<file path="src/hw/bpt_pkg.sv">
/*
  Constants, types and mode encodings for the six-channel buffered PWM timer.
  Assumes a single 40 MHz clock and that software-facing bits arrive as plain ports.
*/
// Operation
// Toggle-on-wrap inverts the channel pin each time the counter reaches the limit.
// A match between counter and channel value ends the pulse.
// Limit 255 with undivided clock gives a 256-cycle period.
// Match value 128 in a 256-step period gives half duty.
// Unbuffered compare uses only the live value; missed matches are not recovered.
// Match event ends the pulse; wrap event ends the period.
// Software writes shorter widths from the match event handler.
// Software writes longer widths from the wrap event handler.
// Software avoids toggle-on-match for PWM channels.
// Software picks clear or set so the match forces the idle level.
// Link bit on an even channel pairs it with the next odd channel.
// Even value leads first; at each wrap the last-written value takes over.
// Linked pair is governed by the even channel; odd pin is released.
// Software must not rewrite the active value of a linked pair.
// Software follows halt, reset, limit, width, mode, then unhalt order.
// Mode select 01 is single compare, 10 is linked buffered on even channel.
// Action select 10 clears on match, 11 sets on match.
// Upper mode bit set overrides the lower bit.
// Toggle-on-wrap cleared gives constant output, zero duty.
// Full-duty bit with toggle-on-wrap gives constant full duty.
// Counter reset clears counter and divider and restarts from zero.
// Halt stops counting and is set by reset.
// Divider select picks 1 to 64 or an external tick for code 111.
// Wrap flag sets on reaching the limit; an enable gates the request.
// Counter wraps to zero on the tick after reaching the limit.
`default_nettype none
package bpt_pkg;
  localparam int NUM_CH = 6;
  localparam int CNT_W = 16;
  localparam int DIV_W = 7;
  localparam logic [CNT_W-1:0] CNT_ZERO = 16'h0000;
  localparam logic [DIV_W-1:0] DIV_ZERO = 7'h00;
  localparam logic [2:0] DIV_EXT = 3'h7;
  localparam logic [1:0] ACT_CLEAR = 2'h2;
  localparam logic [1:0] ACT_SET = 2'h3;
  localparam logic [1:0] ACT_TOGGLE = 2'h1;
  localparam int MODE_LINK_BIT = 1;
  localparam int MODE_SINGLE_BIT = 0;
  localparam int ACT_ENABLE_BIT = 1;
  localparam int ACT_LEVEL_BIT = 0;
  typedef logic [CNT_W-1:0] bpt_cnt_t;
endpackage : bpt_pkg
`default_nettype wire

</file>
<file path="src/hw/bpt_tick_if.sv">
/*
  Interface carrying the prescaled tick and counter state to the channels.
  Assumes one clock domain.
*/
`default_nettype none
interface bpt_tick_if;
  import bpt_pkg::*;
  logic tick;
  logic wrap;
  bpt_cnt_t count;
  modport src (output tick, output wrap, output count);
  modport dst (input tick, input wrap, input count);
endinterface : bpt_tick_if
`default_nettype wire

</file>
<file path="src/hw/bpt_counter.sv">
/*
  Shared prescaler and modulo counter.
  Assumes the external tick input is already synchronous to core_clk_i.
*/
`default_nettype none
module bpt_counter
  import bpt_pkg::*;
(
  input wire logic core_clk_i,
  input wire logic sys_rst_i,
  input wire logic counter_halt_i,
  input wire logic counter_reset_i,
  input wire logic [2:0] clock_divider_select_i,
  input wire logic ext_tick_i,
  input wire bpt_cnt_t period_limit_value_i,
  bpt_tick_if.src tk
);
  logic [DIV_W-1:0] div_q;
  bpt_cnt_t cnt_q;
  logic [DIV_W-1:0] div_mask;
  logic tick_w;
  logic at_limit;
  // ----------------------------------------
  // Divider
  // ----------------------------------------
  assign div_mask = DIV_W'((8'h01 << clock_divider_select_i) - 8'h01);
  assign tick_w = !counter_halt_i && ((clock_divider_select_i == DIV_EXT) ? ext_tick_i :
                  ((div_q & div_mask) == DIV_ZERO));
  assign at_limit = (cnt_q == period_limit_value_i);
  always_ff @(posedge core_clk_i) begin
    if (sys_rst_i || counter_reset_i) begin
      div_q <= DIV_ZERO;
      cnt_q <= CNT_ZERO;
    end else if (!counter_halt_i) begin
      div_q <= div_q + DIV_W'(1);
      if (tick_w) begin
        cnt_q <= at_limit ? CNT_ZERO : cnt_q + CNT_W'(1);
      end
    end
  end
  assign tk.tick = tick_w && !counter_reset_i;
  assign tk.wrap = tick_w && !counter_reset_i && at_limit;
  assign tk.count = cnt_q;
endmodule : bpt_counter
`default_nettype wire

</file>
<file path="src/hw/bpt_top.sv">
/*
  Six-channel PWM timer top: counter, per-channel compare, pair buffering.
  Assumes all control bits are static ports driven by the surrounding core.
*/
`default_nettype none
module bpt_top
  import bpt_pkg::*;
(
  input wire logic core_clk_i,
  input wire logic sys_rst_i,
  input wire logic counter_halt_set_i,
  input wire logic counter_halt_clr_i,
  input wire logic counter_reset_i,
  input wire logic [2:0] clock_divider_select_i,
  input wire logic ext_tick_i,
  input wire bpt_cnt_t period_limit_value_i,
  input wire logic wrap_irq_enable_i,
  input wire logic wrap_flag_clr_i,
  input wire logic [NUM_CH-1:0] match_write_i,
  input wire bpt_cnt_t match_wdata_i,
  input wire logic [NUM_CH*2-1:0] mode_select_i,
  input wire logic [NUM_CH*2-1:0] compare_action_select_i,
  input wire logic [NUM_CH-1:0] toggle_on_wrap_i,
  input wire logic [NUM_CH-1:0] full_duty_enable_i,
  input wire logic [NUM_CH-1:0] match_irq_enable_i,
  input wire logic [NUM_CH-1:0] match_flag_clr_i,
  output logic counter_halt_o,
  output bpt_cnt_t count_o,
  output logic wrap_flag_o,
  output logic wrap_irq_o,
  output logic [NUM_CH-1:0] match_flag_o,
  output logic [NUM_CH-1:0] match_irq_o,
  output logic [NUM_CH-1:0] channel_pin_o,
  output logic [NUM_CH-1:0] channel_pin_oe_o,
  output logic [NUM_CH/2-1:0] pair_active_odd_o
);
  bpt_tick_if tk ();
  logic halt_q;
  logic wrap_flag_q;
  logic [NUM_CH-1:0] match_flag_q;
  logic [NUM_CH-1:0] pin_q;
  logic [NUM_CH/2-1:0] act_odd_q;
  logic [NUM_CH/2-1:0] pend_odd_q;
  bpt_cnt_t match_q [NUM_CH];
  logic [NUM_CH-1:0] linked;
  logic [NUM_CH-1:0] hit;
  logic [NUM_CH-1:0] out_en;
  bpt_cnt_t cnt_next;
  function automatic logic pair_linked(input logic [NUM_CH*2-1:0] ms, input int ch);
    pair_linked = ms[(ch - ch % 2) * 2 + MODE_LINK_BIT];
  endfunction : pair_linked
  // ----------------------------------------
  // Counter
  // ----------------------------------------
  bpt_counter u_cnt (
    .core_clk_i(core_clk_i),
    .sys_rst_i(sys_rst_i),
    .counter_halt_i(halt_q),
    .counter_reset_i(counter_reset_i),
    .clock_divider_select_i(clock_divider_select_i),
    .ext_tick_i(ext_tick_i),
    .period_limit_value_i(period_limit_value_i),
    .tk(tk)
  );
  always_ff @(posedge core_clk_i) begin
    if (sys_rst_i) begin
      halt_q <= 1'b1;
    end else if (counter_halt_set_i) begin
      halt_q <= 1'b1;
    end else if (counter_halt_clr_i) begin
      halt_q <= 1'b0;
    end
  end
  // ----------------------------------------
  // Wrap flag, set wins over clear
  // ----------------------------------------
  always_ff @(posedge core_clk_i) begin
    if (sys_rst_i) begin
      wrap_flag_q <= 1'b0;
    end else if (tk.wrap) begin
      wrap_flag_q <= 1'b1;
    end else if (wrap_flag_clr_i) begin
      wrap_flag_q <= 1'b0;
    end
  end
  // ----------------------------------------
  // Channel values and pair selection
  // ----------------------------------------
  always_ff @(posedge core_clk_i) begin
    for (int c = 0; c < NUM_CH; c++) begin
      if (sys_rst_i) begin
        match_q[c] <= CNT_ZERO;
      end else if (match_write_i[c]) begin
        match_q[c] <= match_wdata_i;
      end
    end
  end
  always_ff @(posedge core_clk_i) begin
    for (int p = 0; p < NUM_CH/2; p++) begin
      if (sys_rst_i || !linked[2*p]) begin
        act_odd_q[p] <= 1'b0;
        pend_odd_q[p] <= 1'b0;
      end else begin
        if (match_write_i[2*p+1]) begin
          pend_odd_q[p] <= 1'b1;
        end else if (match_write_i[2*p]) begin
          pend_odd_q[p] <= 1'b0;
        end
        if (tk.wrap) begin
          act_odd_q[p] <= match_write_i[2*p+1] ? 1'b1 :
                          match_write_i[2*p] ? 1'b0 : pend_odd_q[p];
        end
      end
    end
  end
  // ----------------------------------------
  // Compare decode
  // ----------------------------------------
  // Match on the count about to be taken, so a width of N spans exactly N ticks
  assign cnt_next = tk.wrap ? CNT_ZERO : tk.count + CNT_W'(1);
  for (genvar c = 0; c < NUM_CH; c++) begin : g_ch
    localparam int E = c - c % 2;
    wire logic lk = pair_linked(mode_select_i, c);
    wire bpt_cnt_t val = (lk && act_odd_q[c/2]) ? match_q[E+1] : match_q[E];
    wire logic [1:0] md = mode_select_i[2*c +: 2];
    assign linked[c] = lk;
    assign out_en[c] = (c % 2 == 0) ? (lk || md[MODE_SINGLE_BIT]) :
                       (!lk && md[MODE_SINGLE_BIT]);
    assign hit[c] = tk.tick && out_en[c] &&
                    (cnt_next == (lk ? val : match_q[c]));
  end
  // ----------------------------------------
  // Pin drive
  // ----------------------------------------
  always_ff @(posedge core_clk_i) begin
    for (int c = 0; c < NUM_CH; c++) begin
      if (sys_rst_i) begin
        pin_q[c] <= 1'b0;
        match_flag_q[c] <= 1'b0;
      end else begin
        if (hit[c]) begin
          match_flag_q[c] <= 1'b1;
        end else if (match_flag_clr_i[c]) begin
          match_flag_q[c] <= 1'b0;
        end
        if (!out_en[c]) begin
          pin_q[c] <= pin_q[c];
        end else if (toggle_on_wrap_i[c] && full_duty_enable_i[c]) begin
          pin_q[c] <= !compare_action_select_i[2*c + ACT_LEVEL_BIT];
        end else if (tk.wrap && toggle_on_wrap_i[c]) begin
          pin_q[c] <= !pin_q[c];
        end else if (hit[c] && compare_action_select_i[2*c + ACT_ENABLE_BIT]) begin
          pin_q[c] <= compare_action_select_i[2*c + ACT_LEVEL_BIT];
        end else if (hit[c] && compare_action_select_i[2*c +: 2] == ACT_TOGGLE) begin
          pin_q[c] <= !pin_q[c];
        end
      end
    end
  end
  assign counter_halt_o = halt_q;
  assign count_o = tk.count;
  assign wrap_flag_o = wrap_flag_q;
  assign wrap_irq_o = wrap_flag_q && wrap_irq_enable_i;
  assign match_flag_o = match_flag_q;
  assign match_irq_o = match_flag_q & match_irq_enable_i;
  assign channel_pin_o = pin_q;
  assign channel_pin_oe_o = out_en;
  assign pair_active_odd_o = act_odd_q;
endmodule : bpt_top
`default_nettype wire

</file>
<file path="config.mk">
export PLATFORM = sky130hd
export DESIGN_NAME = bpt_top
export DESIGN_NICKNAME = d
export VERILOG_FILES = /design/src/hw/bpt_pkg.sv /design/src/hw/bpt_tick_if.sv /design/src/hw/bpt_counter.sv /design/src/hw/bpt_top.sv
export SDC_FILE = /design/constraint.sdc
export NUM_CORES = 1
export LEC_CHECK = 0
export BUFFER_PORTS_ARGS = -buffer_cell sky130_fd_sc_hd__buf_2
export CORE_AREA = 2 2 128 130
export CTS_BUF_LIST = sky130_fd_sc_hd__clkbuf_4 sky130_fd_sc_hd__clkbuf_8 sky130_fd_sc_hd__clkbuf_16
export DETAILED_ROUTE_END_ITERATION = 6
export DIE_AREA = 0 0 130 132
export GPL_TIMING_DRIVEN = 0
export PLACE_DENSITY = 0.85
export REMOVE_ABC_BUFFERS = 1
export SLEW_MARGIN = 20
export SYNTH_ARGS = -nofsm -noshare
export SYNTH_HDL_FRONTEND = slang
export SYNTH_SLANG_ARGS = --single-unit
</file>
<file path="constraint.sdc">
create_clock -name core_clk_i -period 5.19 [get_ports core_clk_i]
set_input_delay 0.519 -clock core_clk_i [delete_from_list [all_inputs] [get_ports core_clk_i]]
set_output_delay 0.519 -clock core_clk_i [all_outputs]
set_load 0.005 [all_outputs]
</file>
* Word-level counts from Yosys, hierarchy flattened *
Memory sizes are Yosys's and may differ from the RTL's.
Cells that the tools add are included.

word-level totals
  memory bits (writable) = 96
  memories = 1
  register bits after elaboration = 43
  word-level logic and storage cells = 224
  output and inout port bits = 46
  input bits = 97

cells by class
  multiplexer cells = 82
  shift-type cells = 1
  bitwise gates (word level) = 9
  add/sub/neg operators = 3
  reductions and logical operators = 92
  eq/ne operators = 14

memory list
  name     depth  bits a word  rd ports  clocked after Yosys merged registers in  write ports  line           text
  match_q  6      16           6         0                                        6            bpt_top.sv:44  bpt_cnt_t match_q [NUM_CH];

operator list
  operator                                           number
  2-to-1 mux 16 bit                                  17
  == test 16 bit                                     7
  2-to-1 mux 1 bit                                   65
  logical AND 1 bit                                  46
  nonzero test 4 bit                                 6
  logical NOT 1 bit                                  17
  adder 16 x 1 -> 16 bit (second input constant)     1
  AND reduction 2 bit                                7
  nonzero test 2 bit                                 7
  == test 2 x 1 -> 1 bit (second input constant)     6
  adder 7 x 1 -> 7 bit (second input constant)       1
  bitwise AND 7 bit                                  1
  logical NOT 7 bit                                  1
  logical OR 1 bit                                   7
  left shift 1 x 3 -> 7 bit (first input constant)   1
  subtractor 7 x 1 -> 7 bit (second input constant)  1
  bitwise AND 6 bit                                  1
  bitwise OR 1 bit                                   6
  == test 3 bit (second input constant)              1
  OR reduction 2 bit                                 1
  NOT 1 bit                                          1

* Depth between registers and ports, before layout *
  depth after elaboration = 16
  depth in mapped cells = 17
  gate-level depth less buffers = 12

* By module *
From an unflattened synthesis, not the netlist that was laid out.

second synthesis, totals
  cell total of the unflattened synthesis = 923
  area, all modules = 9190.1 um^2

modules (own cells, without submodules)
  module       times used  sequential area each (um^2)  cells each  area an instance (um^2)
  bpt_top      1           3283.1                       751         7766.2
  bpt_counter  1           460.4                        172         1423.9

* Least setup slack after synthesis *
Ideal clock, no wire load.

  kind = input-to-reg
  from = input port clock_divider_select_i[1]
  to = register pin_q[2] (netlist: channel_pin_o[2])
  cell stages on the path = 12
  arrival = 3.392 ns
  required time = 5.104 ns
  buffers on the path = 1
  slack = 1.713 ns
  library setup time = 0.086 ns
  cell sequence = buf_2 or3_1 ha_1 nand2b_1 o2111ai_1 o21ai_4 and4_1 or4_1 o211a_1 a31o_1 or4_1 a211oi_1

on the way
  word-level cells in the longest chain between the ends = 15
  elaborated cells on any way between the ends = 21
  those cells by class = add/sub (1); eq/ne (2); shift (1); mux (5); bitwise (1); reduce/logical (11)

RTL lines
  what                            line                                  text
  start: declaration              bpt_top.sv:14                         input wire logic [2:0] clock_divider_select_i,
  left shift 1 x 3 -> 7 bit       bpt_counter.sv:26                     assign div_mask = DIV_W'((8'h01 << clock_divider_select_i) - 8'h01);
  subtractor 7 x 1 -> 7 bit       bpt_counter.sv:26
  bitwise AND 7 bit               bpt_counter.sv:28                     ((div_q & div_mask) == DIV_ZERO));
  logical NOT 7 bit               bpt_counter.sv:28
  2-to-1 mux 1 bit (*)            bpt_counter.sv:27                     assign tick_w = !counter_halt_i && ((clock_divider_select_i == DIV_EXT) ? ext_tick_i :
  logical AND 1 bit (*)           bpt_counter.sv:27
  logical AND 1 bit (*)           bpt_counter.sv:41, bpt_counter.sv:42
  logical AND 1 bit               bpt_counter.sv:42                     assign tk.wrap = tick_w && !counter_reset_i && at_limit;
  2-to-1 mux 16 bit               bpt_top.sv:120                        assign cnt_next = tk.wrap ? CNT_ZERO : tk.count + CNT_W'(1);
  == test 16 bit                  bpt_top.sv:130                        (cnt_next == (lk ? val : match_q[c]));
  logical AND 1 bit               bpt_top.sv:129                        assign hit[c] = tk.tick && out_en[c] &&
  logical AND 1 bit               bpt_top.sv:152                        end else if (hit[c] && compare_action_select_i[2*c + ACT_ENABLE_BIT]) begin
  2-to-1 mux 1 bit                bpt_top.sv:152
  2-to-1 mux 1 bit                bpt_top.sv:150                        end else if (tk.wrap && toggle_on_wrap_i[c]) begin
  2-to-1 mux 1 bit                bpt_top.sv:148                        end else if (toggle_on_wrap_i[c] && full_duty_enable_i[c]) begin
  end signal: indexed assignment  bpt_top.sv:149                        pin_q[c] <= !compare_action_select_i[2*c + ACT_LEVEL_BIT];
  end signal: indexed assignment  bpt_top.sv:151                        pin_q[c] <= !pin_q[c];
  end signal: indexed assignment  bpt_top.sv:153                        pin_q[c] <= compare_action_select_i[2*c + ACT_LEVEL_BIT];
  end: declaration                bpt_top.sv:41                         logic [NUM_CH-1:0] pin_q;

Every way passes the cells marked *; elsewhere a longest branch is shown, timed or not.
A chain may end at the register's enable or synchronous reset.

* Worst setup path after layout *
  from = register u_cnt.cnt_q[0] (netlist: u_cnt.tk.count[0])
  to = register pin_q[2] (netlist: channel_pin_o[2])

on the way
  word-level cells in the longest chain between the ends = 9
  elaborated cells on any way between the ends = 14
  those cells by class = add/sub (1); eq/ne (2); mux (4); reduce/logical (7)

RTL lines
  what                                                                            line               text
  start: declaration                                                              bpt_counter.sv:19  bpt_cnt_t cnt_q;
  start signal: assignment                                                        bpt_counter.sv:37  cnt_q <= at_limit ? CNT_ZERO : cnt_q + CNT_W'(1);
  parallel branches: the longest is 9 deep, another holds adder 16 x 1 -> 16 bit  --

Parallel ways; which one is timed is not known.

==> results.md <==
* Outcome: finished, violations left
* Failing checks: design-rule violations
* FF/Latch Area at 0.003744 mm²
* Cell area after placement at 0.01050 mm²
* Slew headroom at 19.58%
* Worst r2r src: u_cnt.tk.count[0]
* # diodes at 0
* Multi-input logic area at 0.005648 mm²
* Seq/Total Area, Yosys at 38.57%
* Initial antenna violation count at 0
* Core ar. at 0.01571 mm²
* First DRT Iteration DRCs at 1252
* Clock buffer depth at 2
* Vias in the first global route at 7710
* # port buffers at 139
* Final period util at 93.98%
* Detailed-router iteration count before antenna repair at 7
* Worst Setup Start Kind: flip-flop
* Fraction of layout cells with a size suffix above 1 at 19.61%
* Post-layout min period at 4.877 ns
* Mapped Cells at 1024
* Gr usage total at 33.33%
* Lkg Pwr at 4.618 nW
* Post-layout instance area at 0.01108 mm²
* Unrepaired setup endpoints after global routing: false
* Post-synth EDFFs at 96
* Synth-to-layout area growth at 14.13%
* CTS tree: built
* Setup CP Type: reg2reg
* Die X at 130 µm
* Rows at 46
* Largest net degree at the start of global routing at 43
* CTS Buf Count at 17
* Arrival @ worst endpoint at 5.22 ns
* Fmax at 0.2050 GHz
* Max Cap Viol at 0
* Detail Route Antenna Nets at 0
* CTS clock-pin slew for the worst setup and hold paths at 0.06 ns
* Post-CTS sizing at 0
* Hold Crit Start: counter_halt_clr_i
* Netlist Area Pre-Place at 0.009706 mm²
* First-pass GRT wire length at 43.29 mm
* Residual DRC at 18
* Final setup vio count at 0
* Worst-skew pair later-pin latency at 0.43 ns
* Clock root cell: clkbuf_16
* Worst slew pin tran at 1.202 ns
* GP Congestion at 0.9906
* Ys Warns at 0
* Crit Path Max Fanout at 42
* Total number of H-tree levels at 4
* Unique cell type count in the Yosys netlist at 81
* DIE HEIGHT at 132 µm
* Max stage delay on crit path at 0.98 ns
* Most frequent cell on the critical path: nand4_1
* Critical path required time at 5.54 ns
* DR vias/cell at 6.406
* Via count at 8700
* Worst Hold Class: in2reg
* Prevailing post-synth register cell: edfxtp_1
* CP startpoint: u_cnt.tk.count[0]
* Routed wire per std cell at 21.06 µm
* Ports at 143
* Final hold vios at 0
* Nets@finish at 1230
* Synthesized area per cell at 9.478 µm²
* Initial core utilization at 61.77%
* Total wire length at 28.61 mm
* Pins Over Slew Limit at 0
* Asr flop ratio synth at 0%
* Fill cell count at 1173
* Pwr Density at 262.7 mW/mm²
* Flops & latches, synth at 139
* Die area at 0.01716 mm²
* Slowest library cell on the worst path: dfxtp_1
* Final HPWL DP at 20.74 mm
* Critical path endpoint category: flip-flop
* Worst clock skew at 0.009143 ns
* Peak VDD IR at 0.2664 mV
* Crit-path cells: xnor2_1, nand4_1, nor4_2, buf_4, buf_4, buf_2, and4_2, buf_12, nand4_1, a221oi_1, nand4_1, or4_1, a211oi_1
* Setup Fix Bufs, Post-CTS at 0
* Post-Route Utilization at 70.50%
* Post-CTS Hold Buffers at 0
* Total grt overflow at 0
* CTS Sinks at 139
## layout make-up
| type | count | area share [%] |
|---|---|---|
| inverter | 24 | 0.8133 |
| clock buffer | 18 | 3.908 |
| multi-input combinational | 804 | 50.99 |
| sequential | 139 | 33.80 |
| timing repair buffer | 144 | 6.777 |
| tap | 216 | 2.440 |
| clock inverter | 13 | 1.276 |
## synthesized netlist by cell type (17+ instances only)
| library cell | n | area [µm²] |
|---|---|---|
| nand4_1 | 23 | 143.9 |
| nand2b_1 | 17 | 106.4 |
| edfxtp_1 | 96 | 2883 |
| nand2_1 | 62 | 232.7 |
| o21ai_0 | 40 | 200.2 |
| a21oi_1 | 54 | 270.3 |
| mux2i_1 | 89 | 890.9 |
| nand3_1 | 26 | 130.1 |
| inv_1 | 24 | 90.09 |
| xnor2_1 | 60 | 525.5 |
| clkbuf_1 | 31 | 116.4 |
| nor2_1 | 59 | 221.5 |
| and2_1 | 106 | 663.1 |
| dfxtp_1 | 43 | 860.8 |
| or3_1 | 18 | 112.6 |
## worst max-delay path, delay by kind of cell, from the launching register on
| kind | cells | cell delay (ns) |
|---|---|---|
| compound gates | 2 | 0.56 |
| xor+xnor | 1 | 0.19 |
| buf+inv | 4 | 0.91 |
| flops | 1 | 0.98 |
| simple gates | 6 | 2.12 |
## cells in the final DEF (no fill, tap or decap), drive strengths merged, types with 4 or more instances in the layout
cell type    n
xnor2       61
a41o         4
nor2        59
clkinv       5
a31oi       12
nor2b       15
xor2        14
o22ai       14
a21boi       4
and2       106
nand2       62
mux2        17
nand2b      17
clkbuf      18
mux2i       89
nor3        16
a41oi        5
or3         18
inv         28
o211ai      10
nor4        15
nand3b       8
a32oi        4
a21oi       54
dfxtp       43
a221oi       5
a22oi        7
buf        144
o21ai       41
a211oi      11
nand4       25
and3         7
nand3       27
or4          5
edfxtp      96
or2         12
## routing by layer
metal | vias to the layer above | share of wire (%) | track usage, %
met5 | - | 0 | 0
met3 | 93 | 11 | 6.696
li1 | 4025 | - | -
met2 | 556 | 42 | 47.82
met1 | 4026 | 42 | 48.77
met4 | 0 | 4.2 | 14.58
## registers in the layout (all words and copies together), names as in the netlist
register,cells
match_q,96
pair_active_odd_o,3
channel_pin_o,6
match_flag_o,6
wrap_flag_o,1
u_cnt.tk.count,16
pend_odd_q,3
u_cnt.div_q,7
counter_halt_o,1
## cell families (layout without fill, tap and decap cells)
kind of cell    Yosys count  in the layout  synth area share, %
compound gates          212            212                14.80
mux                     106            106                11.15
buf+inv                  81            199                3.648
xor+xnor                 78             78                7.542
fa+ha+maj                 3              3               0.3868
flops                   139            139                38.57
simple gates            405            405                23.90
## power by group
group	total [mW]	internal (mW)	switching, mW
logic	0.390	0.161	0.229
clock network	1.20	0.713	0.492
registers	1.31	1.26	0.0559
## final timing paths
path,cells past startpoint,endpoint,slack (ns)
worst max-delay path,13,channel_pin_o[2],0.31
worst max register to register,13,channel_pin_o[2],0.31
worst min-delay path,2,counter_halt_o,0.29
worst min register to register,2,wrap_flag_o,0.48
## per-stage QoR
stage	TNS, ns	setup slack, ns	hold WS [ns]	total power [mW]	std cells
finish	0	0.3126	0.2857	2.910	1358
global route	0	0.2216	0.2948	2.993	1358
CTS	0	0.4818	0.2839	2.895	1358
detailed placement	0	0.4673	0.4714	1.713	1327
global placement	-28.33	-2.302	0.4661	1.698	1322
floorplan	-0.3343	-0.2699	0.4439	1.556	967
(Power assumes the default switching activity.)
